==> config.mk <==
export PLATFORM = sky130hd
export DESIGN_NAME = amc_mode_ctrl
export DESIGN_NICKNAME = d
export VERILOG_FILES = /design/src/amc_pkg.sv /design/src/amc_period_timer.sv /design/src/amc_mode_ctrl.sv
export SDC_FILE = /design/constraint.sdc
export NUM_CORES = 1
export LEC_CHECK = 0
export BUFFER_PORTS_ARGS = -buffer_cell sky130_fd_sc_hd__buf_2
export CORE_ASPECT_RATIO = 1.25
export CORE_MARGIN = 2
export CORE_UTILIZATION = 62
export CTS_CLUSTER_SIZE = 10
export DETAILED_ROUTE_END_ITERATION = 8
export PLACE_DENSITY = 0.94
export SLEW_MARGIN = 5
export SYNTH_ARGS = -nofsm -noshare
export SYNTH_HDL_FRONTEND = slang
export SYNTH_SLANG_ARGS = --single-unit
==> constraint.sdc <==
create_clock -name CLOCK -period 3.8 [get_ports CLOCK]
set_input_delay 0 -clock CLOCK [delete_from_list [all_inputs] [get_ports CLOCK]]
set_output_delay 0 -clock CLOCK [all_outputs]
set_load 0.01 [all_outputs]
==> src/amc_pkg.sv <==
// Purpose: Shared constants for the converter operating-mode sequencer.
// Assumes: One 125 MHz clock; APB slave with 32-bit data.
// Notes:   Offsets are byte addresses of aligned words.
package amc_pkg;

  // ****************************************
  // Register map
  // ****************************************
  localparam logic [7:0] OFF_MODE   = 8'h00;
  localparam logic [7:0] OFF_CONFIG = 8'h04;
  localparam logic [7:0] OFF_IOPORT = 8'h08;
  localparam logic [7:0] OFF_DATA   = 8'h0c;
  localparam logic [7:0] OFF_STATUS = 8'h10;
  localparam logic [7:0] OFF_IRQ    = 8'h14;
  localparam logic [7:0] OFF_MASK   = 8'h18;

  // ****************************************
  // Fields and reset values
  // ****************************************
  localparam int          MODE_MSB      = 15;
  localparam int          MODE_LSB      = 13;
  localparam int          SWITCH_BIT    = 12;
  localparam logic [15:0] MODE_RESET    = 16'h000a;
  localparam logic [2:0]  MD_CONT       = 3'h0;
  localparam logic [2:0]  MD_SINGLE     = 3'h1;
  localparam logic [2:0]  MD_IDLE       = 3'h2;
  localparam logic [2:0]  MD_PDOWN      = 3'h3;
  localparam int          SETTLE_PERIODS = 2;

  // ****************************************
  // Timing
  // ****************************************
  localparam int CLK_PERIOD_NS = 8;
  localparam int UPDATE_PERIOD_NS = 2000;
  localparam int UPDATE_CYCLES = (UPDATE_PERIOD_NS + CLK_PERIOD_NS - 1) / CLK_PERIOD_NS;

  typedef enum logic [4:0] {
    AMC_ST_PDOWN  = 5'h01,
    AMC_ST_IDLE   = 5'h02,
    AMC_ST_SETTLE = 5'h04,
    AMC_ST_RUN    = 5'h08,
    AMC_ST_CAL    = 5'h10
  } amc_state_e;

endpackage

==> src/amc_period_timer.sv <==
// Purpose: Update-rate period timer, pulses once per period while running.
// Assumes: Synchronous restart input.
// Notes:   Restart reloads the count so a new period starts cleanly.
`timescale 1ns/1ps
module amc_period_timer #(
  parameter int PERIOD = amc_pkg::UPDATE_CYCLES
) (
  // Clock and reset
  input  wire logic CLOCK,
  input  wire logic ARST_N,
  // Control
  input  wire logic run,
  input  wire logic restart,
  // Tick
  output logic      tick
);

  logic [31:0] cnt_reg;
  logic [31:0] cnt_next;

  always_comb begin
    cnt_next = cnt_reg;
    tick     = 1'b0;
    if (restart || !run) begin
      cnt_next = 32'h0;
    end else if (cnt_reg == 32'(PERIOD - 1)) begin
      cnt_next = 32'h0;
      tick     = 1'b1;
    end else begin
      cnt_next = cnt_reg + 32'h1;
    end
  end

  always_ff @(posedge CLOCK or negedge ARST_N) begin
    if (!ARST_N) begin
      cnt_reg <= 32'h0;
    end else begin
      cnt_reg <= cnt_next;
    end
  end

endmodule

==> src/amc_mode_ctrl.sv <==
// Purpose: Operating-mode sequencer of a sigma-delta converter with APB registers.
// Assumes: Modulator supplies a result word, sampled on the update tick that completes a conversion; calibration is elsewhere.
// Notes:   Ready is active low, set (high) while no unread result is held.
// Summary of operation
// - Mode is the three top bits of the sixteen-bit mode register.
// - Code zero selects continuous conversion, the mode after reset.
// - Continuous mode converts repeatedly, storing each result in the data register.
// - Ready goes low each time a new result is available.
// - Continuous read shifts each result out on serial clock pulses.
// - First result after reset or config write comes after two update periods.
// - Later results follow one update period apart.
// - Code one does one conversion, ready two periods after selection.
// - Single mode stores result, lowers ready, then powers down itself.
// - Result and low ready are held until read or next conversion.
// - Code two idles: filter and modulator reset, modulator clock runs.
// - Code three powers down everything, switch and burnout currents included.
// - Power-down opens the low-side switch regardless of its control bit.
`timescale 1ns/1ps
module amc_mode_ctrl #(
  parameter int DATA_W = 24,
  parameter int UPDATE_CYC = amc_pkg::UPDATE_CYCLES
) (
  // Clock and reset
  input  wire logic              CLOCK,
  input  wire logic              ARST_N,
  // APB slave
  input  wire logic              PSEL,
  input  wire logic              PENABLE,
  input  wire logic              PWRITE,
  input  wire logic [7:0]        PADDR,
  input  wire logic [31:0]       PWDATA,
  output logic      [31:0]       PRDATA,
  output logic                   PREADY,
  output logic                   PSLVERR,
  // Modulator result
  input  wire logic [DATA_W-1:0] RESULT_DATA,
  // Serial result output
  input  wire logic              CONT_READ,
  input  wire logic              SCLK_PULSE,
  input  wire logic              DATA_READ,
  output logic                   SER_DOUT,
  // Analog control
  output logic                   RDY_N,
  output logic                   MOD_POWER,
  output logic                   FILTER_RESET,
  output logic                   LOW_SIDE_SWITCH,
  output logic                   BURNOUT_EN,
  output logic                   CAL_START,
  output logic      [2:0]        CAL_MODE,
  input  wire logic              CAL_DONE,
  // Interrupt
  output logic                   IRQ
);

  // ****************************************
  // Register file
  // ****************************************
  logic [15:0]       mode_reg,  mode_next;
  logic [15:0]       cfg_reg,   cfg_next;
  logic [15:0]       io_reg,    io_next;
  logic [DATA_W-1:0] data_reg,  data_next;
  logic              rdy_n_reg, rdy_n_next;
  logic [1:0]        irq_reg,   irq_next;
  logic [1:0]        mask_reg,  mask_next;
  logic [DATA_W-1:0] shift_reg, shift_next;
  logic [7:0]        bits_reg,  bits_next;
  logic              dout_reg,  dout_next;
  logic              cal_reg,   cal_next;
  logic [1:0]        per_reg,   per_next;
  amc_pkg::amc_state_e st_reg, st_next;

  logic wr_en, rd_en, cfg_write, tick, timer_run, done_ev;
  logic [2:0] mode_sel;
  logic [31:0]       since_reg, since_next;
  logic [31:0]       gap_reg,   gap_next;

  function automatic logic hit(input logic [7:0] a, input logic [7:0] off);
    return a == off;
  endfunction

  assign wr_en     = PSEL && PENABLE && PWRITE;
  assign rd_en     = PSEL && PENABLE && !PWRITE;
  assign PREADY    = 1'b1;
  assign PSLVERR   = PSEL && PENABLE && !(hit(PADDR, amc_pkg::OFF_MODE) || hit(PADDR, amc_pkg::OFF_CONFIG) ||
                     hit(PADDR, amc_pkg::OFF_IOPORT) || hit(PADDR, amc_pkg::OFF_DATA) ||
                     hit(PADDR, amc_pkg::OFF_STATUS) || hit(PADDR, amc_pkg::OFF_IRQ) ||
                     hit(PADDR, amc_pkg::OFF_MASK));
  assign cfg_write = wr_en && (hit(PADDR, amc_pkg::OFF_MODE) || hit(PADDR, amc_pkg::OFF_CONFIG) ||
                     hit(PADDR, amc_pkg::OFF_IOPORT));
  assign mode_sel  = mode_reg[amc_pkg::MODE_MSB:amc_pkg::MODE_LSB];
  assign timer_run = (st_reg == amc_pkg::AMC_ST_SETTLE) || (st_reg == amc_pkg::AMC_ST_RUN);

  amc_period_timer #(
    .PERIOD (UPDATE_CYC)
  ) u_timer (
    .CLOCK   (CLOCK),
    .ARST_N  (ARST_N),
    .run     (timer_run),
    .restart (cfg_write),
    .tick    (tick)
  );

  // ****************************************
  // Sequencer
  // ****************************************
  always_comb begin
    st_next  = st_reg;
    per_next = per_reg;
    done_ev  = 1'b0;
    cal_next = 1'b0;
    if (cfg_write) begin
      per_next = 2'h0;
      st_next  = amc_pkg::AMC_ST_SETTLE;
    end else begin
      case (st_reg)
        amc_pkg::AMC_ST_SETTLE: begin
          if (tick) begin
            if (per_reg == 2'(amc_pkg::SETTLE_PERIODS - 1)) begin
              done_ev = 1'b1;
              st_next = (mode_sel == amc_pkg::MD_SINGLE) ? amc_pkg::AMC_ST_PDOWN : amc_pkg::AMC_ST_RUN;
            end else begin
              per_next = per_reg + 2'h1;
            end
          end
        end
        amc_pkg::AMC_ST_RUN:   done_ev = tick;
        amc_pkg::AMC_ST_CAL:   if (CAL_DONE) st_next = amc_pkg::AMC_ST_IDLE;
        amc_pkg::AMC_ST_IDLE:  st_next = amc_pkg::AMC_ST_IDLE;
        amc_pkg::AMC_ST_PDOWN: st_next = amc_pkg::AMC_ST_PDOWN;
        default:               st_next = amc_pkg::AMC_ST_PDOWN;
      endcase
    end
    // Settling resolves the selected mode once the new field is stored.
    if (st_reg == amc_pkg::AMC_ST_SETTLE && !cfg_write) begin
      if (mode_sel == amc_pkg::MD_IDLE) st_next = amc_pkg::AMC_ST_IDLE;
      if (mode_sel == amc_pkg::MD_PDOWN) st_next = amc_pkg::AMC_ST_PDOWN;
      if (mode_sel[2]) begin
        st_next  = amc_pkg::AMC_ST_CAL;
        cal_next = 1'b1;
      end
    end
  end

  // ****************************************
  // Registers, ready flag and serial output
  // ****************************************
  always_comb begin
    mode_next  = mode_reg;
    cfg_next   = cfg_reg;
    io_next    = io_reg;
    mask_next  = mask_reg;
    data_next  = data_reg;
    rdy_n_next = rdy_n_reg;
    shift_next = shift_reg;
    bits_next  = bits_reg;
    dout_next  = dout_reg;
    irq_next   = irq_reg;
    if (wr_en && hit(PADDR, amc_pkg::OFF_MODE))   mode_next = PWDATA[15:0];
    if (wr_en && hit(PADDR, amc_pkg::OFF_CONFIG)) cfg_next  = PWDATA[15:0];
    if (wr_en && hit(PADDR, amc_pkg::OFF_IOPORT)) io_next   = PWDATA[15:0];
    if (wr_en && hit(PADDR, amc_pkg::OFF_MASK))   mask_next = PWDATA[1:0];
    if (wr_en && hit(PADDR, amc_pkg::OFF_IRQ))    irq_next  = irq_reg & ~PWDATA[1:0];
    if (DATA_READ || (rd_en && hit(PADDR, amc_pkg::OFF_DATA))) rdy_n_next = 1'b1;
    // mode, config and I/O port writes set ready high
    if (cfg_write) rdy_n_next = 1'b1;
    if (CONT_READ && SCLK_PULSE && bits_reg != 8'h0) begin
      dout_next  = shift_reg[DATA_W-1];
      shift_next = {shift_reg[DATA_W-2:0], 1'b0};
      bits_next  = bits_reg - 8'h1;
      if (bits_reg == 8'h1) rdy_n_next = 1'b1;
    end
    if (done_ev) begin
      data_next  = RESULT_DATA;
      rdy_n_next = 1'b0;
      shift_next = RESULT_DATA;
      bits_next  = 8'(DATA_W);
      irq_next[0] = 1'b1;
    end
    if (CAL_DONE) irq_next[1] = 1'b1;
  end

  always_ff @(posedge CLOCK or negedge ARST_N) begin
    if (!ARST_N) begin
      mode_reg  <= amc_pkg::MODE_RESET;
      cfg_reg   <= 16'h0;
      io_reg    <= 16'h0;
      mask_reg  <= 2'h0;
      data_reg  <= '0;
      rdy_n_reg <= 1'b1;
      shift_reg <= '0;
      bits_reg  <= 8'h0;
      dout_reg  <= 1'b0;
      irq_reg   <= 2'h0;
      cal_reg   <= 1'b0;
      per_reg   <= 2'h0;
      st_reg    <= amc_pkg::AMC_ST_SETTLE;
    end else begin
      mode_reg  <= mode_next;
      cfg_reg   <= cfg_next;
      io_reg    <= io_next;
      mask_reg  <= mask_next;
      data_reg  <= data_next;
      rdy_n_reg <= rdy_n_next;
      shift_reg <= shift_next;
      bits_reg  <= bits_next;
      dout_reg  <= dout_next;
      irq_reg   <= irq_next;
      cal_reg   <= cal_next;
      per_reg   <= per_next;
      st_reg    <= st_next;
    end
  end

  always_comb begin
    PRDATA = 32'h0;
    if (rd_en) begin
      case (PADDR)
        amc_pkg::OFF_MODE:   PRDATA = {16'h0, mode_reg};
        amc_pkg::OFF_CONFIG: PRDATA = {16'h0, cfg_reg};
        amc_pkg::OFF_IOPORT: PRDATA = {16'h0, io_reg};
        amc_pkg::OFF_DATA:   PRDATA = 32'(data_reg);
        amc_pkg::OFF_STATUS: PRDATA = {24'h0, rdy_n_reg, 2'h0, st_reg};
        amc_pkg::OFF_IRQ:    PRDATA = {30'h0, irq_reg};
        amc_pkg::OFF_MASK:   PRDATA = {30'h0, mask_reg};
        default:             PRDATA = 32'h0;
      endcase
    end
  end

  // ****************************************
  // Analog controls
  // ****************************************
  assign RDY_N           = rdy_n_reg;
  assign SER_DOUT        = dout_reg;
  assign MOD_POWER       = st_reg != amc_pkg::AMC_ST_PDOWN;
  assign FILTER_RESET    = (st_reg == amc_pkg::AMC_ST_IDLE) || (st_reg == amc_pkg::AMC_ST_PDOWN);
  assign LOW_SIDE_SWITCH = mode_reg[amc_pkg::SWITCH_BIT] && (st_reg != amc_pkg::AMC_ST_PDOWN);
  assign BURNOUT_EN      = st_reg != amc_pkg::AMC_ST_PDOWN;
  assign CAL_START       = cal_reg;
  assign CAL_MODE        = mode_sel;
  assign IRQ             = |(irq_reg & mask_reg);

  // ****************************************
  // Checks
  // ****************************************
  // Cycle counters for the timing checks; they saturate so a long idle spell cannot wrap them.
  always_comb begin
    since_next = (since_reg == 32'hffffffff) ? since_reg : since_reg + 32'h1;
    gap_next   = (gap_reg == 32'hffffffff) ? gap_reg : gap_reg + 32'h1;
    if (cfg_write) since_next = 32'h0;
    if (done_ev) gap_next = 32'h0;
  end

  always_ff @(posedge CLOCK or negedge ARST_N) begin
    if (!ARST_N) begin
      since_reg <= 32'h0;
      gap_reg   <= 32'h0;
    end else begin
      since_reg <= since_next;
      gap_reg   <= gap_next;
    end
  end
endmodule

; Word-level counts from Yosys, hierarchy flattened
; Cells that the tools add are included.
[totals]
ff_bits = 150
in_bits = 73
[classes]
add_sub_neg = 3
n_eq_ne = 19
mux = 38
n_bitwise = 3
n_reduce_logical = 38
[op_table]
columns = cell, count
row1 = $pmux 24 s7, 1
row2 = $mux 24, 3
row3 = $mux 32, 2
row4 = $mux 5, 8
row5 = $add 32x1->32 const B, 1
row6 = $eq 32x8->1 const B, 1
row7 = $eq 8x5->1 const B, 3
row8 = $pmux 5 s4, 1
row9 = $eq 8x4->1 const B, 2
row10 = $mux 8, 2
row11 = $logic_and 1x1->1, 15
row12 = $mux 1, 14
row13 = $logic_or 1x1->1, 10
row14 = $mux 2, 5
row15 = $reduce_bool 2->1, 5
row16 = $eq 8x1->1 const B, 1
row17 = $eq 8x3->1 const B, 1
row18 = $logic_not 8->1, 1
row19 = $reduce_bool 8->1, 1
row20 = $sub 8x1->8 const B, 1
row21 = $eq 3x2->1 const B, 2
row22 = $eq 5x1->1 const B, 1
row23 = $eq 5x2->1 const B, 1
row24 = $eq 5x3->1 const B, 1
row25 = other kinds (14), 18

; Logic depth before layout (Yosys ltp)
; Gate-level depths: netlist of run 1.
[depth]
ltp_word = 13
ltp_mapped = 8

; By module
; Synthesis of run 1 repeated with hierarchy kept, for this count alone.
[hier_totals]
hier_cells = 659
area_unflattened_um2 = 8085.3
[modules_own_cells]
columns = mod, instances, cells_per_inst, area_each_um2
row1 = amc_mode_ctrl, 1, 480, 6268.5
row2 = amc_period_timer, 1, 179, 1816.7

; Least setup slack after synthesis of run 1
; No wires, ideal clock.
[synth_timing]
kind = register to register
start = register u_timer.cnt_reg[1]
end = register shift_reg[2]
arrival_ns = 2.212
required_time_ns = 3.675
setup_slack_ns = 1.463
stages_incl_launch_ff = 9
n_path_buf = 2
period_less_slack_ns = 2.337
path_cell_list = dfrtp_1 inv_1 ha_1 nor4b_1 nand4_2 or4b_1 buf_6 buf_6 mux2_4
[synth_between]
elab_chain_cells = 7
[synth_rtl]
columns = item, line_no
row1 = from (decl), amc_period_timer.sv:18  ; logic [31:0] cnt_reg;
row2 = from (signal assigned), amc_period_timer.sv:38  ; cnt_reg <= cnt_next;
row3 = $eq 32x8->1 (*), amc_period_timer.sv:26  ; end else if (cnt_reg == 32'(PERIOD - 1)) begin
row4 = $mux 1 (*), amc_period_timer.sv:26
row5 = $mux 1 (*), amc_period_timer.sv:24  ; if (restart || !run) begin
row6 = $mux 1, amc_mode_ctrl.sv:117  ; if (tick) begin
row7 = $pmux 1 s2 (*), amc_mode_ctrl.sv:115  ; case (st_reg)
row8 = $mux 1 (*), amc_mode_ctrl.sv:111  ; if (cfg_write) begin
row9 = $mux 24 or $reduce_bool 2->1 (tied branches), n/a
row10 = to (signal assigned), amc_mode_ctrl.sv:204  ; shift_reg <= shift_next;
row11 = to (decl), amc_mode_ctrl.sv:65  ; logic [DATA_W-1:0] shift_reg, shift_next;
; Mark *: on every way between the ends. The rest lies on a longest branch, timed or not.
; A chain may end at the register's enable or synchronous reset.

; Worst setup path after layout of run 1
[layout_timing]
start = register u_timer.cnt_reg[1]
end = register shift_reg[1]
; The elaborated chain is that of the path after synthesis.

==> out/results.txt, run 1 <==
The worst-margin pin slew is 1.122 ns. After global routing the overflow that remains totals 0. The flip-flop and latch count after synthesis was 150; the latest clock arrival within the worst-skew pair was 0.43 ns. The tools report the number of maximum-capacitance constraint violations as 0. Register area: 0.003759 mm^2. The floorplan die width is 106.3 um. Before antenna repair, the detailed router went through 9 iterations. STA puts the critical path data required time at 4.11 ns. The number of fill cells is 680. Summing the sequential cell areas from Yosys gives 46.39% of the chip area. The critical path goes through inv_1 > ha_1 > nor4b_1 > nand4_2 > or4b_4 > mux2_4. For the count of placed standard cells including taps, the log shows 921. The register with the most flip-flops in the layout has 32 of them. The endpoint arrival time on the critical path came out at 3.28 ns.

The number of sinks on the clock net was 150. STA classifies the critical path endpoint as a flop. The floorplan die area is 0.01401 mm^2. The number of ports placed on the die boundary is 118. The root buffer cell chosen for the clock tree is sky130_fd_sc_hd__clkbuf_16. The clock transition at the register clock pins on the worst setup and hold paths after CTS is 0.07 ns, and the total power density per cell area is 439.5 mW/mm^2. The floorplan step defined a core boundary enclosing 0.01272 mm^2. In this run the number of H-tree levels came out at 4. The number of failing hold endpoints at the final stage was 0; the quantity of I/O buffers inserted on ports was 92. The number of buffers inserted during clock tree synthesis is 17, and the reported leakage power is 4.343 nW. The initial antenna violation count was 0; the largest fanout of any net on the critical path was 51. Routability-driven placement finished with a final weighted congestion of 0.8697.

STA classifies the critical path startpoint as a flop. Entering global routing, the biggest net connects 89 pins. Yosys mapped the design onto 58 distinct sky130hd cell types.

In this run, the number of DRC markers left after iteration 0 of detailed routing was 908. The predominant post-synthesis flop cell is sky130_fd_sc_hd__dfrtp_1. For flop-to-flop paths, the worst setup slack is 0.83 ns.

The accumulated negative setup slack is 0 ns. The number of enable flip-flop cells after synthesis is 0. The path class of the tightest hold or removal check is in -> reg.

The run gives 6965 as the via count. For the worst hold slack after final layout, the log shows 0.04921 ns. The simple logic cell fraction of the synthesized area is 14.96%. The cell with the biggest individual delay on the critical path is sky130_fd_sc_hd__or4b_4. Number of rows in the core area: 46. The detail-routed net length per standard cell is 24.37 um, and the post-route clock period utilization is 78.21%. The layout net count is 895. The tools report the via count of the first global-routing pass as 7110. The number of nets still failing antenna checks after routing was 0; the multiplexer share of the synthesized area was 19.86%. The xor and xnor area share after synthesis was 2.162%. Detailed placement ended at an HPWL of 13900 um. From bottom edge to top edge, the die measures 131.8 um.

After synthesis, the mean cell area works out to 11.59 um^2. The mapped cell area is 0.008103 mm^2. VDD sags by at most 0.0003316 V. For this run, design rule violations remaining after detail routing come to 0. During synthesis, Yosys emitted a total of 0 warnings.

The largest family of logic cells by synthesized area was multiplexers. The flow ran to the end, and the final reports show no timing, DRC or antenna violations. The shortest clock period the worst path allows after layout was 2.972 ns; the final routed wirelength across all metal layers was 24290 um.

The maximum clock frequency is 0.3365 GHz, and the area of the multi-input gates is 0.003970 mm^2. The average vias per placed instance was 6.986; the signed area change from the synthesized netlist to the final layout was 18.47%. The global-route wire length before repair is 38670 um. Across every metal layer, demand over resource in global routing totals 35.54%.

No sink is reached through more buffers than the 2 on the longest clock path. The max-slew violation count was 0; the setup skew after layout was 0.01000 ns. The tools report the count of placed standard cells in the final layout, fillers left out as 997.

The compound-gate portion of the synthesized area works out to 10.33%. Setup violations remaining at the end of the flow were counted as 0. The run gives 0 as the total inserted antenna cells.

Setup repair after global routing left no endpoint under its margin. TritonCTS built the clock tree. For this run, asynchronously set or reset flops after synthesis account for 100.0%. The synthesized-area fraction occupied by adder cells is 0.9265%.

The post-route netlist has 33.66% of its cells at a drive strength greater than 1. On the worst path, the slowest cell contributes a delay of 1.00 ns. In this run the tightest slew margin relative to its limit is 24.50%.

Type of the worst setup path: reg -> reg. Cell count after synthesis: 699. Starting density of the core: 63.70%.
## synth_stat cells, types with 3 or more instances
library cell / n / share of area, %
sky130_fd_sc_hd__nand2b_1: 4 / 0.31
sky130_fd_sc_hd__nor4_1: 10 / 0.77
sky130_fd_sc_hd__nor4b_1: 5 / 0.54
sky130_fd_sc_hd__nor2_1: 15 / 0.69
sky130_fd_sc_hd__a31oi_1: 6 / 0.46
sky130_fd_sc_hd__dfrtp_1: 146 / 45
sky130_fd_sc_hd__or3_1: 8 / 0.62
sky130_fd_sc_hd__a21o_1: 4 / 0.37
sky130_fd_sc_hd__a22oi_1: 13 / 1.2
sky130_fd_sc_hd__inv_1: 13 / 0.60
sky130_fd_sc_hd__a21oi_1: 23 / 1.4
sky130_fd_sc_hd__nor3_1: 26 / 1.6
sky130_fd_sc_hd__and2_1: 12 / 0.93
sky130_fd_sc_hd__buf_4: 14 / 1.3
sky130_fd_sc_hd__o31ai_1: 11 / 1.0
sky130_fd_sc_hd__ha_1: 6 / 0.93
sky130_fd_sc_hd__o21ai_0: 11 / 0.68
sky130_fd_sc_hd__mux2_4: 46 / 8.5
sky130_fd_sc_hd__xor2_1: 8 / 0.86
sky130_fd_sc_hd__nand2_1: 34 / 1.6
sky130_fd_sc_hd__or4b_2: 3 / 0.37
sky130_fd_sc_hd__and4_1: 6 / 0.65
sky130_fd_sc_hd__buf_2: 8 / 0.49
sky130_fd_sc_hd__nand3_1: 16 / 0.99
sky130_fd_sc_hd__or4_1: 16 / 1.5
sky130_fd_sc_hd__and3_1: 11 / 0.85
sky130_fd_sc_hd__mux2_2: 77 / 11
sky130_fd_sc_hd__a22o_1: 17 / 1.8
sky130_fd_sc_hd__mux2i_1: 4 / 0.49
sky130_fd_sc_hd__buf_12: 4 / 0.99
sky130_fd_sc_hd__xnor2_1: 12 / 1.3
sky130_fd_sc_hd__buf_6: 4 / 0.56
sky130_fd_sc_hd__a32oi_1: 4 / 0.43
sky130_fd_sc_hd__nand4_1: 20 / 1.5
sky130_fd_sc_hd__a211oi_1: 19 / 1.8
sky130_fd_sc_hd__clkbuf_1: 29 / 1.3
sky130_fd_sc_hd__dfstp_2: 4 / 1.3
## worst max-delay path, delay by kind of cell, from the launching register on
kind	cells	cell delay, ns
flip-flops	1	0.44
buffers and inverters	1	0.10
AND/OR/NAND/NOR	3	1.65
multiplexers	1	0.47
adder cells (fa/ha/maj)	1	0.15
## report_power, final
group / switching [W] / internal [W]
sequential: 0.000122 / 0.00175
combinational: 0.000262 / 0.000335
clock: 0.000701 / 0.00105
total: 0.00109 / 0.00313
## through the flow
stage | util (%) | area, um^2 | setup WS [ns] | total power [W]
2_1_floorplan | - | 8129 | 1.463 | 0.002236
3_3_place_gp | 67.29 | 8559 | 1.057 | 0.002364
3_5_place_dp | 67.29 | 8559 | 0.9876 | 0.002422
4_1_cts | 75.47 | 9599 | 0.9379 | 0.004171
5_1_grt | 75.47 | 9599 | 0.7580 | 0.004345
6_report | 75.47 | 9599 | 0.8280 | 0.004219
## cells by family after synthesis
logic type      count (synthesis)
compound gates                118
xor+xnor                       20
fa+ha+maj                       6
buf+inv                        72
flops                         150
mux                           128
other cells                     2
simple gates                  203
## worst paths after layout
path                                                    from                       endpoint  cells past startpoint
worst max-delay path            u_timer.cnt_reg[1]$_DFF_PN0_       shift_reg[1]$_DFFE_PN0P_                      6
worst min-delay path                              SCLK_PULSE                RDY_N$_DFF_PN1_                      5
worst max register to register  u_timer.cnt_reg[1]$_DFF_PN0_       shift_reg[1]$_DFFE_PN0P_                      6
worst min register to register     shift_reg[23]$_DFFE_PN0P_           SER_DOUT$_DFFE_PN0P_                      1
max in group asynchronous                             ARST_N            st_reg[2]$_DFF_PN1_                      3
min in group asynchronous                             ARST_N  u_timer.cnt_reg[14]$_DFF_PN0_                      2
## what timing repair did
item                                    in CTS  in global routing
endpoints found under the setup margin       0                  0
endpoints found under the hold margin      186                  0
hold buffers                                44                  0
gates resized for setup                      0                  0
buffers inserted                             0                  0
## final cells by class
type / count / area share [%]
inverter: 13 / 0.5083
sequential: 150 / 39.16
clock buffer: 20 / 4.653
clock inverter: 12 / 1.590
multi-input combinational: 484 / 41.36
tap: 168 / 2.190
timing repair buffer: 150 / 10.54
## routing by layer
layer	wire, um	track usage [%]	vias to the layer above
met2	11980	59.69	553
met5	0	0	-
met3	2367	8.651	157
met4	1596	18.86	0
met1	8347	41.97	3416
li1	-	-	2839
## layout by cell type, fill, tap and decap left out, types with 12 or more instances in the layout
master,n
sky130_fd_sc_hd__nand2_1,34
sky130_fd_sc_hd__dfrtp_1,146
sky130_fd_sc_hd__nand3_1,16
sky130_fd_sc_hd__a22oi_1,13
sky130_fd_sc_hd__inv_1,13
sky130_fd_sc_hd__nor2_1,15
sky130_fd_sc_hd__buf_4,14
sky130_fd_sc_hd__nor3_1,26
sky130_fd_sc_hd__a21oi_1,22
sky130_fd_sc_hd__nand4_1,20
sky130_fd_sc_hd__or4_1,16
sky130_fd_sc_hd__mux2_2,77
sky130_fd_sc_hd__a211oi_1,19
sky130_fd_sc_hd__mux2_4,46
sky130_fd_sc_hd__and2_1,12
sky130_fd_sc_hd__buf_2,91
sky130_fd_sc_hd__dlygate4sd3_1,44
sky130_fd_sc_hd__a22o_1,17
sky130_fd_sc_hd__clkbuf_16,17
Power figures use the tool's default switching activity.
==> run 2: changes to the inputs <==
--- a/config.mk
+++ b/config.mk
@@ -8,10 +8,10 @@
 export BUFFER_PORTS_ARGS = -buffer_cell sky130_fd_sc_hd__buf_2
 export CORE_ASPECT_RATIO = 1.25
 export CORE_MARGIN = 2
-export CORE_UTILIZATION = 62
+export CORE_UTILIZATION = 58
 export CTS_CLUSTER_SIZE = 10
 export DETAILED_ROUTE_END_ITERATION = 8
-export PLACE_DENSITY = 0.94
+export PLACE_DENSITY = 0.89
 export SLEW_MARGIN = 5
 export SYNTH_ARGS = -nofsm -noshare
 export SYNTH_HDL_FRONTEND = slang
==> constraint.sdc (replaced) <==
create_clock -name CLOCK -period 2.8 [get_ports CLOCK]
set_input_delay 0 -clock CLOCK [delete_from_list [all_inputs] [get_ports CLOCK]]
set_output_delay 0 -clock CLOCK [all_outputs]
set_load 0.01 [all_outputs]
==> out/results.txt, run 2 (synthesized netlist as in run 1, its figures left out) <==
The shortest clock period the worst path allows after layout came out at 2.547 ns (-0.4252 ns). The tools report the starting density of the core as 58.92% (-4.8 points). The total half-perimeter wirelength after legalization and detailed placement was 13710 um (-1.4%). Post-route clock period utilization: 90.96% (+13 points). For the first-pass iteration count of the detailed router, the log shows 5 (-4). The via count of the first global-routing pass came out at 6664 (-6.3%). The setup path with the least slack is of type reg -> reg. The tools report the maximum clock frequency as 0.3927 GHz (+17%). The path class of the tightest hold or removal check is in -> reg. Tracing the worst setup path back leads to its startpoint at u_timer.cnt_reg[1]$_DFF_PN0_. The reported leakage power is 4.441 nW (+2.3%), and the via count is 6614 (-5.0%). The tools report the latest clock arrival within the worst-skew pair as 0.44 ns (about the same). The pin count of the biggest net entering global routing came out at 85 (-4.5%). The number of failing hold endpoints at the final stage was 0 (unchanged); the endpoint arrival time on the critical path was 2.87 ns (-0.41 ns). The tools report the number of buffers inserted during clock tree synthesis as 17 (unchanged). The depth of the most critical reg-to-reg path works out to 7 (+1).

The area growth from synthesis to layout is 20.85%. The tree is rooted in a sky130_fd_sc_hd__clkbuf_16. The tools report the number of maximum-capacitance constraint violations as 0 (unchanged). The tools report the floorplan die area as 0.01494 mm^2 (+6.7%). Count of buffer and inverter cells on the critical path: 2 (+1). For the number of sinks on the clock net, the log shows 150 (unchanged). For the final routed wirelength across all metal layers, the log shows 22680 um (-6.6%). The most common cell after layout, fill and taps aside is sky130_fd_sc_hd__dfrtp_1.

For the maximum level of the CTS H-tree, the log shows 4 (unchanged). Final weighted congestion in routability-driven placement: 0.9948 (+14%). The maximum ir drop on the vdd rail is 0.0005646 V (+70%), and the average vias per placed instance is 6.491 (-7.1%). The power after layout is 0.005791 W (+37%). The DRC violation total after the first TritonRoute iteration is 600 (-34%), and the delay of the slowest cell on the worst path is 0.67 ns (-0.33 ns). For the buffer count from post-CTS setup fixing, the log shows 0 (unchanged). In this run the critical register-to-register path is captured at data_reg[19]$_DFFE_PN0N_. The floorplan die height is 136.1 um (+3.3%), and the accumulated negative setup slack is 0 ns (unchanged). The logs give 44 (unchanged) for the hold buffer count at CTS and 0 (unchanged) for the number of nets still failing antenna checks after routing. The flow ran to the end, and the final reports show no timing, DRC or antenna violations. The initial antenna violation count was 1 (+1); the number of flip-flops under the largest register name was 32 (unchanged). For the layout net count, the log shows 910 (+1.7%).

The total inserted antenna cells is 0 (unchanged), and the clock transition at the register clock pins on the worst setup and hold paths after CTS is 0.07 ns (about the same). In this run the critical register-to-register path is launched from u_timer.cnt_reg[1]$_DFF_PN0_. The quantity of I/O buffers inserted on ports was 92 (unchanged). The critical path goes through inv_1 > ha_1 > nor4b_1 > nand4_2 > or4b_4 > buf_12 > mux2_4. The logs give 0 (unchanged) for the max-slew violation count and 48 (+4.3%) for the number of rows in the core area. The library cells used most frequently in the layout, excluding fill and tap cells, are sky130_fd_sc_hd__dfrtp_1 (146), sky130_fd_sc_hd__buf_2 (91), sky130_fd_sc_hd__mux2_2 (77). The cell with the biggest individual delay on the critical path is sky130_fd_sc_hd__or4b_4.

Tightest slew margin relative to the limit: 47.38% (+23 points). TritonCTS built the clock tree. The core footprint came out at 0.01375 mm^2 (+8.1%). The tools report the number of gates given a new drive strength after cts as 0 (unchanged). The number of fill cells came out at 888 (+31%). Count of endpoints failing setup in the final report: 0 (unchanged). Kind of end point of the critical path: a flop.

The detail-routed net length per standard cell works out to 22.26 um (-8.6%). The setup skew after layout came out at 0.01074 ns (+0.0007389 ns). The logs give 3.12 ns (-0.99 ns) for the required time of the critical path and 2 (unchanged) for the clock tree buffer depth. The worst setup path is launched from a flop. The largest fanout of any net on the critical path was 27 (-47%). For the residual overflow from global routing, the log shows 0 (unchanged).

Setup repair after global routing left no endpoint under its margin. The family of cells with the greatest summed delay on the critical path was simple AND/OR/NAND/NOR gates. For the register-to-register path setup slack, the log shows 0.25 ns (-0.57 ns).

The overall track demand over capacity in global routing came out at 32.28% (-3.3 points). The critical path depth in cells works out to 7 (+1). The critical path ends at data_reg[19]$_DFFE_PN0N_. The total power density per cell area is 591.4 mW/mm^2 (+35%), and the fraction of final layout cells with drive strength greater than 1 is 35.31% (+1.7 points). The worst-margin pin slew was 0.7893 ns (-0.3330 ns); the number of ports placed on the die boundary was 118 (unchanged).

The floorplan die width was 109.7 um (+3.3%); the global-route wire length before repair was 36050 um (-6.8%). The DRC violation count after routing was 0 (unchanged).
==> run 2: cell count changes in the layout (fill, tap and decap cells not counted), moves of 2 or more <==
| cell | before | now |
|---|---|---|
| sky130_fd_sc_hd__buf_4 | 14 | 26 |
| sky130_fd_sc_hd__clkinv_4 | 3 | 1 |
| sky130_fd_sc_hd__buf_12 | 0 | 3 |
| sky130_fd_sc_hd__clkinvlp_4 | 1 | 3 |
| sky130_fd_sc_hd__clkinv_2 | 4 | 7 |
| sky130_fd_sc_hd__clkbuf_1 | 2 | 0 |
==> run 2: worst register-to-register path: stages, from the launching register on <==
cell and delay [ns]:
sky130_fd_sc_hd__dfrtp_1 0.42, sky130_fd_sc_hd__inv_1 0.08, sky130_fd_sc_hd__ha_1 0.14, sky130_fd_sc_hd__nor4b_1 0.33, sky130_fd_sc_hd__nand4_2 0.21, sky130_fd_sc_hd__or4b_4 0.67, sky130_fd_sc_hd__buf_12 0.24, sky130_fd_sc_hd__mux2_4 0.35
==> run 2: how the worst min path moves through the flow <==
stage | start | endpoint | cells after the start | slack, ns
global placement | ARST_N | u_timer.cnt_reg[24]$_DFF_PN0_ | 1 | 0.11
detailed placement | ARST_N | u_timer.cnt_reg[29]$_DFF_PN0_ | 1 | 0.11
CTS | CONT_READ | RDY_N$_DFF_PN1_ | 5 | 0.04
floorplan | ARST_N | CAL_START$_DFF_PN0_ | 0 | -0.30
global route | CONT_READ | RDY_N$_DFF_PN1_ | 5 | 0.09
finish | SCLK_PULSE | RDY_N$_DFF_PN1_ | 5 | 0.03
==> run 2: area by class of cell <==
type                    instances  area [um^2]  share of cell area (%)
clock buffers                  17        425.4                   4.344
clock inverters                15        186.4                   1.904
inverters                      13        48.80                  0.4983
multi-input cells             484         3991                   40.76
flip-flops and latches        150         3759                   38.38
well taps                     175        219.0                   2.236
repair buffers                165         1162                   11.87
==> run 2: metrics by stage <==
step / hold WS [ns] / setup WS [ns] / area [um^2] / util, % / cells
2_1_floorplan: -0.2956 / 0.4633 / 8129 / - / 706
3_3_place_gp: 0.1076 / 0.4244 / 8740 / 63.55 / 943
3_5_place_dp: 0.1121 / 0.2949 / 8740 / 63.55 / 943
4_1_cts: 0.03678 / 0.2635 / 9792 / 71.20 / 1019
5_1_grt: 0.08587 / 0.1625 / 9792 / 71.20 / 1019
6_report: 0.03465 / 0.2532 / 9792 / 71.20 / 1019
==> run 2: routing by layer <==
metal  part of all wire [%]  vias to the layer above  global-route usage [%]
met3                    6.7                      109                   7.239
met4                    5.5                        2                   18.35
li1                       -                     2864                       -
met5                  0.057                        -                       0
met1                     38                     3301                   38.83
met2                     50                      338                   53.02
==> run 2: power by group <==
part,internal [W],switching (W),total [W],leakage [nW]
combinational,0.000462,0.000341,0.000803,2.19
clock,0.00148,0.000961,0.00244,0.298
sequential,0.00237,0.000177,0.00255,1.95
==> run 3: changes to the inputs <==
--- a/config.mk
+++ b/config.mk
@@ -12,6 +12,7 @@
 export CTS_CLUSTER_SIZE = 10
 export DETAILED_ROUTE_END_ITERATION = 8
 export PLACE_DENSITY = 0.89
+export RECOVER_POWER = 50
 export SLEW_MARGIN = 5
 export SYNTH_ARGS = -nofsm -noshare
 export SYNTH_HDL_FRONTEND = slang
==> out/results.txt, run 3 (synthesized netlist as in run 1, its figures left out) <==
The tools report the buffer count from post-CTS setup fixing as 0 (unchanged). Leaving out fill and tap cells, the most frequent cell in the layout is sky130_fd_sc_hd__dfrtp_1. The shortest clock period the worst path allows after layout came out at 2.552 ns (+0.004774 ns). The post-route clock period utilization is 91.13% (+0.17 points). The tightest min-delay check is of the in -> reg type. The depth of the most critical reg-to-reg path came out at 7 (unchanged). The top cell types in the final layout, fill and taps aside, are sky130_fd_sc_hd__dfrtp_1 (146), sky130_fd_sc_hd__buf_2 (83), sky130_fd_sc_hd__mux2_2 (77). The number of ports placed on the die boundary was 118 (unchanged).

The clock root buffer master is sky130_fd_sc_hd__clkbuf_16. The total half-perimeter wirelength after legalization and detailed placement is 13710 um (unchanged). The run gives 3.13 ns (about the same) as the required time of the critical path.

The detail-routed net length per standard cell is 22.30 um (+0.20%), and the number of rows in the core area is 48 (unchanged). Floorplan die width: 109.7 um (unchanged). The register-to-register path setup slack is 0.25 ns (about the same), and the via count of the first global-routing pass is 6664 (unchanged). For the setup skew after layout, the log shows 0.01249 ns (+0.001748 ns). The count of endpoints failing setup in the final report is 0 (unchanged), and the DRC violation total after the first TritonRoute iteration is 597 (-0.50%).

The critical path ends at data_reg[19]$_DFFE_PN0N_. TritonCTS built the clock tree. Initial antenna violation count: 1 (unchanged). Reported leakage power: 4.400 nW (-0.93%). The floorplan die height was 136.1 um (unchanged). The final reports fail on capacitance limit, slew limit.

The signed area change from the synthesized netlist to the final layout was 20.37%. The tools report the global-route wire length before repair as 36050 um (unchanged). The tools report the number of maximum-capacitance constraint violations as 1 (+1).

Final weighted congestion in routability-driven placement: 0.9948 (unchanged). The logs give 0.01494 mm^2 (unchanged) for the floorplan die area and 0 (unchanged) for the total inserted antenna cells. The number of nets still failing antenna checks after routing was 0 (unchanged). The overall track demand over capacity in global routing was 32.28% (unchanged). The worst-margin pin slew is 2.145 ns (+1.356 ns).

The worst setup path is of the reg -> reg kind. The accumulated negative setup slack was 0 ns (unchanged); the clock transition at the register clock pins on the worst setup and hold paths after CTS was 0.07 ns (about the same). For the maximum level of the CTS H-tree, the log shows 4 (unchanged). The final routed wirelength across all metal layers was 22730 um (+0.20%); the quantity of I/O buffers inserted on ports was 92 (unchanged). The endpoint of the most critical register-to-register path was data_reg[19]$_DFFE_PN0N_.

Pin count of the biggest net entering global routing: 85 (unchanged). Setup repair after global routing left no endpoint under its margin. The number of flip-flops under the largest register name is 32 (unchanged). The logs give 0 (unchanged) for the number of failing hold endpoints at the final stage and 0.45 ns (about the same) for the latest clock arrival within the worst-skew pair. The tools report the tightest slew margin relative to the limit as -43.01% (-90 points).

The logs give 5 (unchanged) for the first-pass iteration count of the detailed router and 0 (unchanged) for the DRC violation count after routing. The number of sinks on the clock net was 150 (unchanged). For the clock tree buffer depth, the log shows 2 (unchanged).

The logs give 0.3919 GHz (-0.19%) for the maximum clock frequency and 0.01375 mm^2 (unchanged) for the core footprint. The via count was 6569 (-0.68%); the starting density of the core was 58.92% (unchanged). The layout net count came out at 910 (unchanged).

The number of buffers inserted during clock tree synthesis was 17 (unchanged). The tools report the kind of end point of the critical path as a flop. For the residual overflow from global routing, the log shows 0 (unchanged).

In this run the critical register-to-register path is launched from u_timer.cnt_reg[1]$_DFF_PN0_. The largest fanout of any net on the critical path is 27 (unchanged), and the average vias per placed instance is 6.447 (-0.68%). The fraction of the core area covered by cells at the end of the flow was 70.92% (-0.28 points).

The most critical setup path has its startpoint at u_timer.cnt_reg[1]$_DFF_PN0_. The run finished, with violations left. Endpoint arrival time on the critical path: 2.88 ns (about the same). The type of element launching the critical path was a flop. The fraction of final layout cells with drive strength greater than 1 was 33.77% (-1.5 points); the total power density per cell area was 594.0 mW/mm^2 (+0.43%). The max-slew violation count is 84 (+84).

The tools report the maximum ir drop on the vdd rail as 0.0005654 V (+0.15%).
-- run 3: area by class of cell --
class / instances / area (um^2)
Clock buffer: 17 / 425.4
Clock inverter: 15 / 186.4
Timing Repair Buffer: 165 / 1136
Tap cell: 175 / 219.0
Fill cell: 901 / 4000
Sequential cell: 150 / 3759
Inverter: 13 / 48.80
Multi-Input combinational cell: 484 / 3979
-- run 3: worst min path at each step --
stage	endpoint	slack (ns)	cells after the start	start
finish	RDY_N$_DFF_PN1_	0.04	5	SCLK_PULSE
global route	RDY_N$_DFF_PN1_	0.09	5	CONT_READ
global placement	u_timer.cnt_reg[24]$_DFF_PN0_	0.11	1	ARST_N
floorplan	CAL_START$_DFF_PN0_	-0.30	0	ARST_N
CTS	RDY_N$_DFF_PN1_	0.04	5	CONT_READ
detailed placement	u_timer.cnt_reg[29]$_DFF_PN0_	0.11	1	ARST_N
-- run 3: layer usage --
layer	track usage (%)	vias up	wire length (um)
li1	-	2864	-
met1	38.83	3257	8562
met2	53.02	341	11370
met3	7.239	105	1590
met4	18.35	2	1186
met5	0	-	13
-- run 3: what timing repair did --
action / CTS / global route
resized for setup: 0 / 0
endpoints found under the hold margin: 179 / 0
hold buffers: 44 / 0
-- run 3: metrics by stage --
step	power [W]	instances	instance area [um^2]	hold WS [ns]	setup slack [ns]
finish	0.005793	1019	9753	0.04052	0.2484
global route	0.005971	1019	9753	0.09133	0.1297
CTS	0.005715	1019	9792	0.03678	0.2635
detailed placement	0.003269	943	8740	0.1121	0.2949
global placement	0.003225	943	8740	0.1076	0.4244
floorplan	0.003035	706	8129	-0.2956	0.4633
-- run 3: report_power, final --
group / switching, W / internal, W / total (W) / leakage [nW]
Sequential: 0.000179 / 0.00237 / 0.00255 / 1.95
Combinational: 0.000340 / 0.000457 / 0.000796 / 2.15
Clock: 0.000967 / 0.00148 / 0.00245 / 0.298
-- run 3: critical path: stages (launching register included) --
cell	delay, ns
sky130_fd_sc_hd__dfrtp_1	0.42
sky130_fd_sc_hd__inv_1	0.08
sky130_fd_sc_hd__ha_1	0.14
sky130_fd_sc_hd__nor4b_1	0.34
sky130_fd_sc_hd__nand4_2	0.21
sky130_fd_sc_hd__or4b_4	0.67
sky130_fd_sc_hd__buf_12	0.23
sky130_fd_sc_hd__mux2_4	0.34
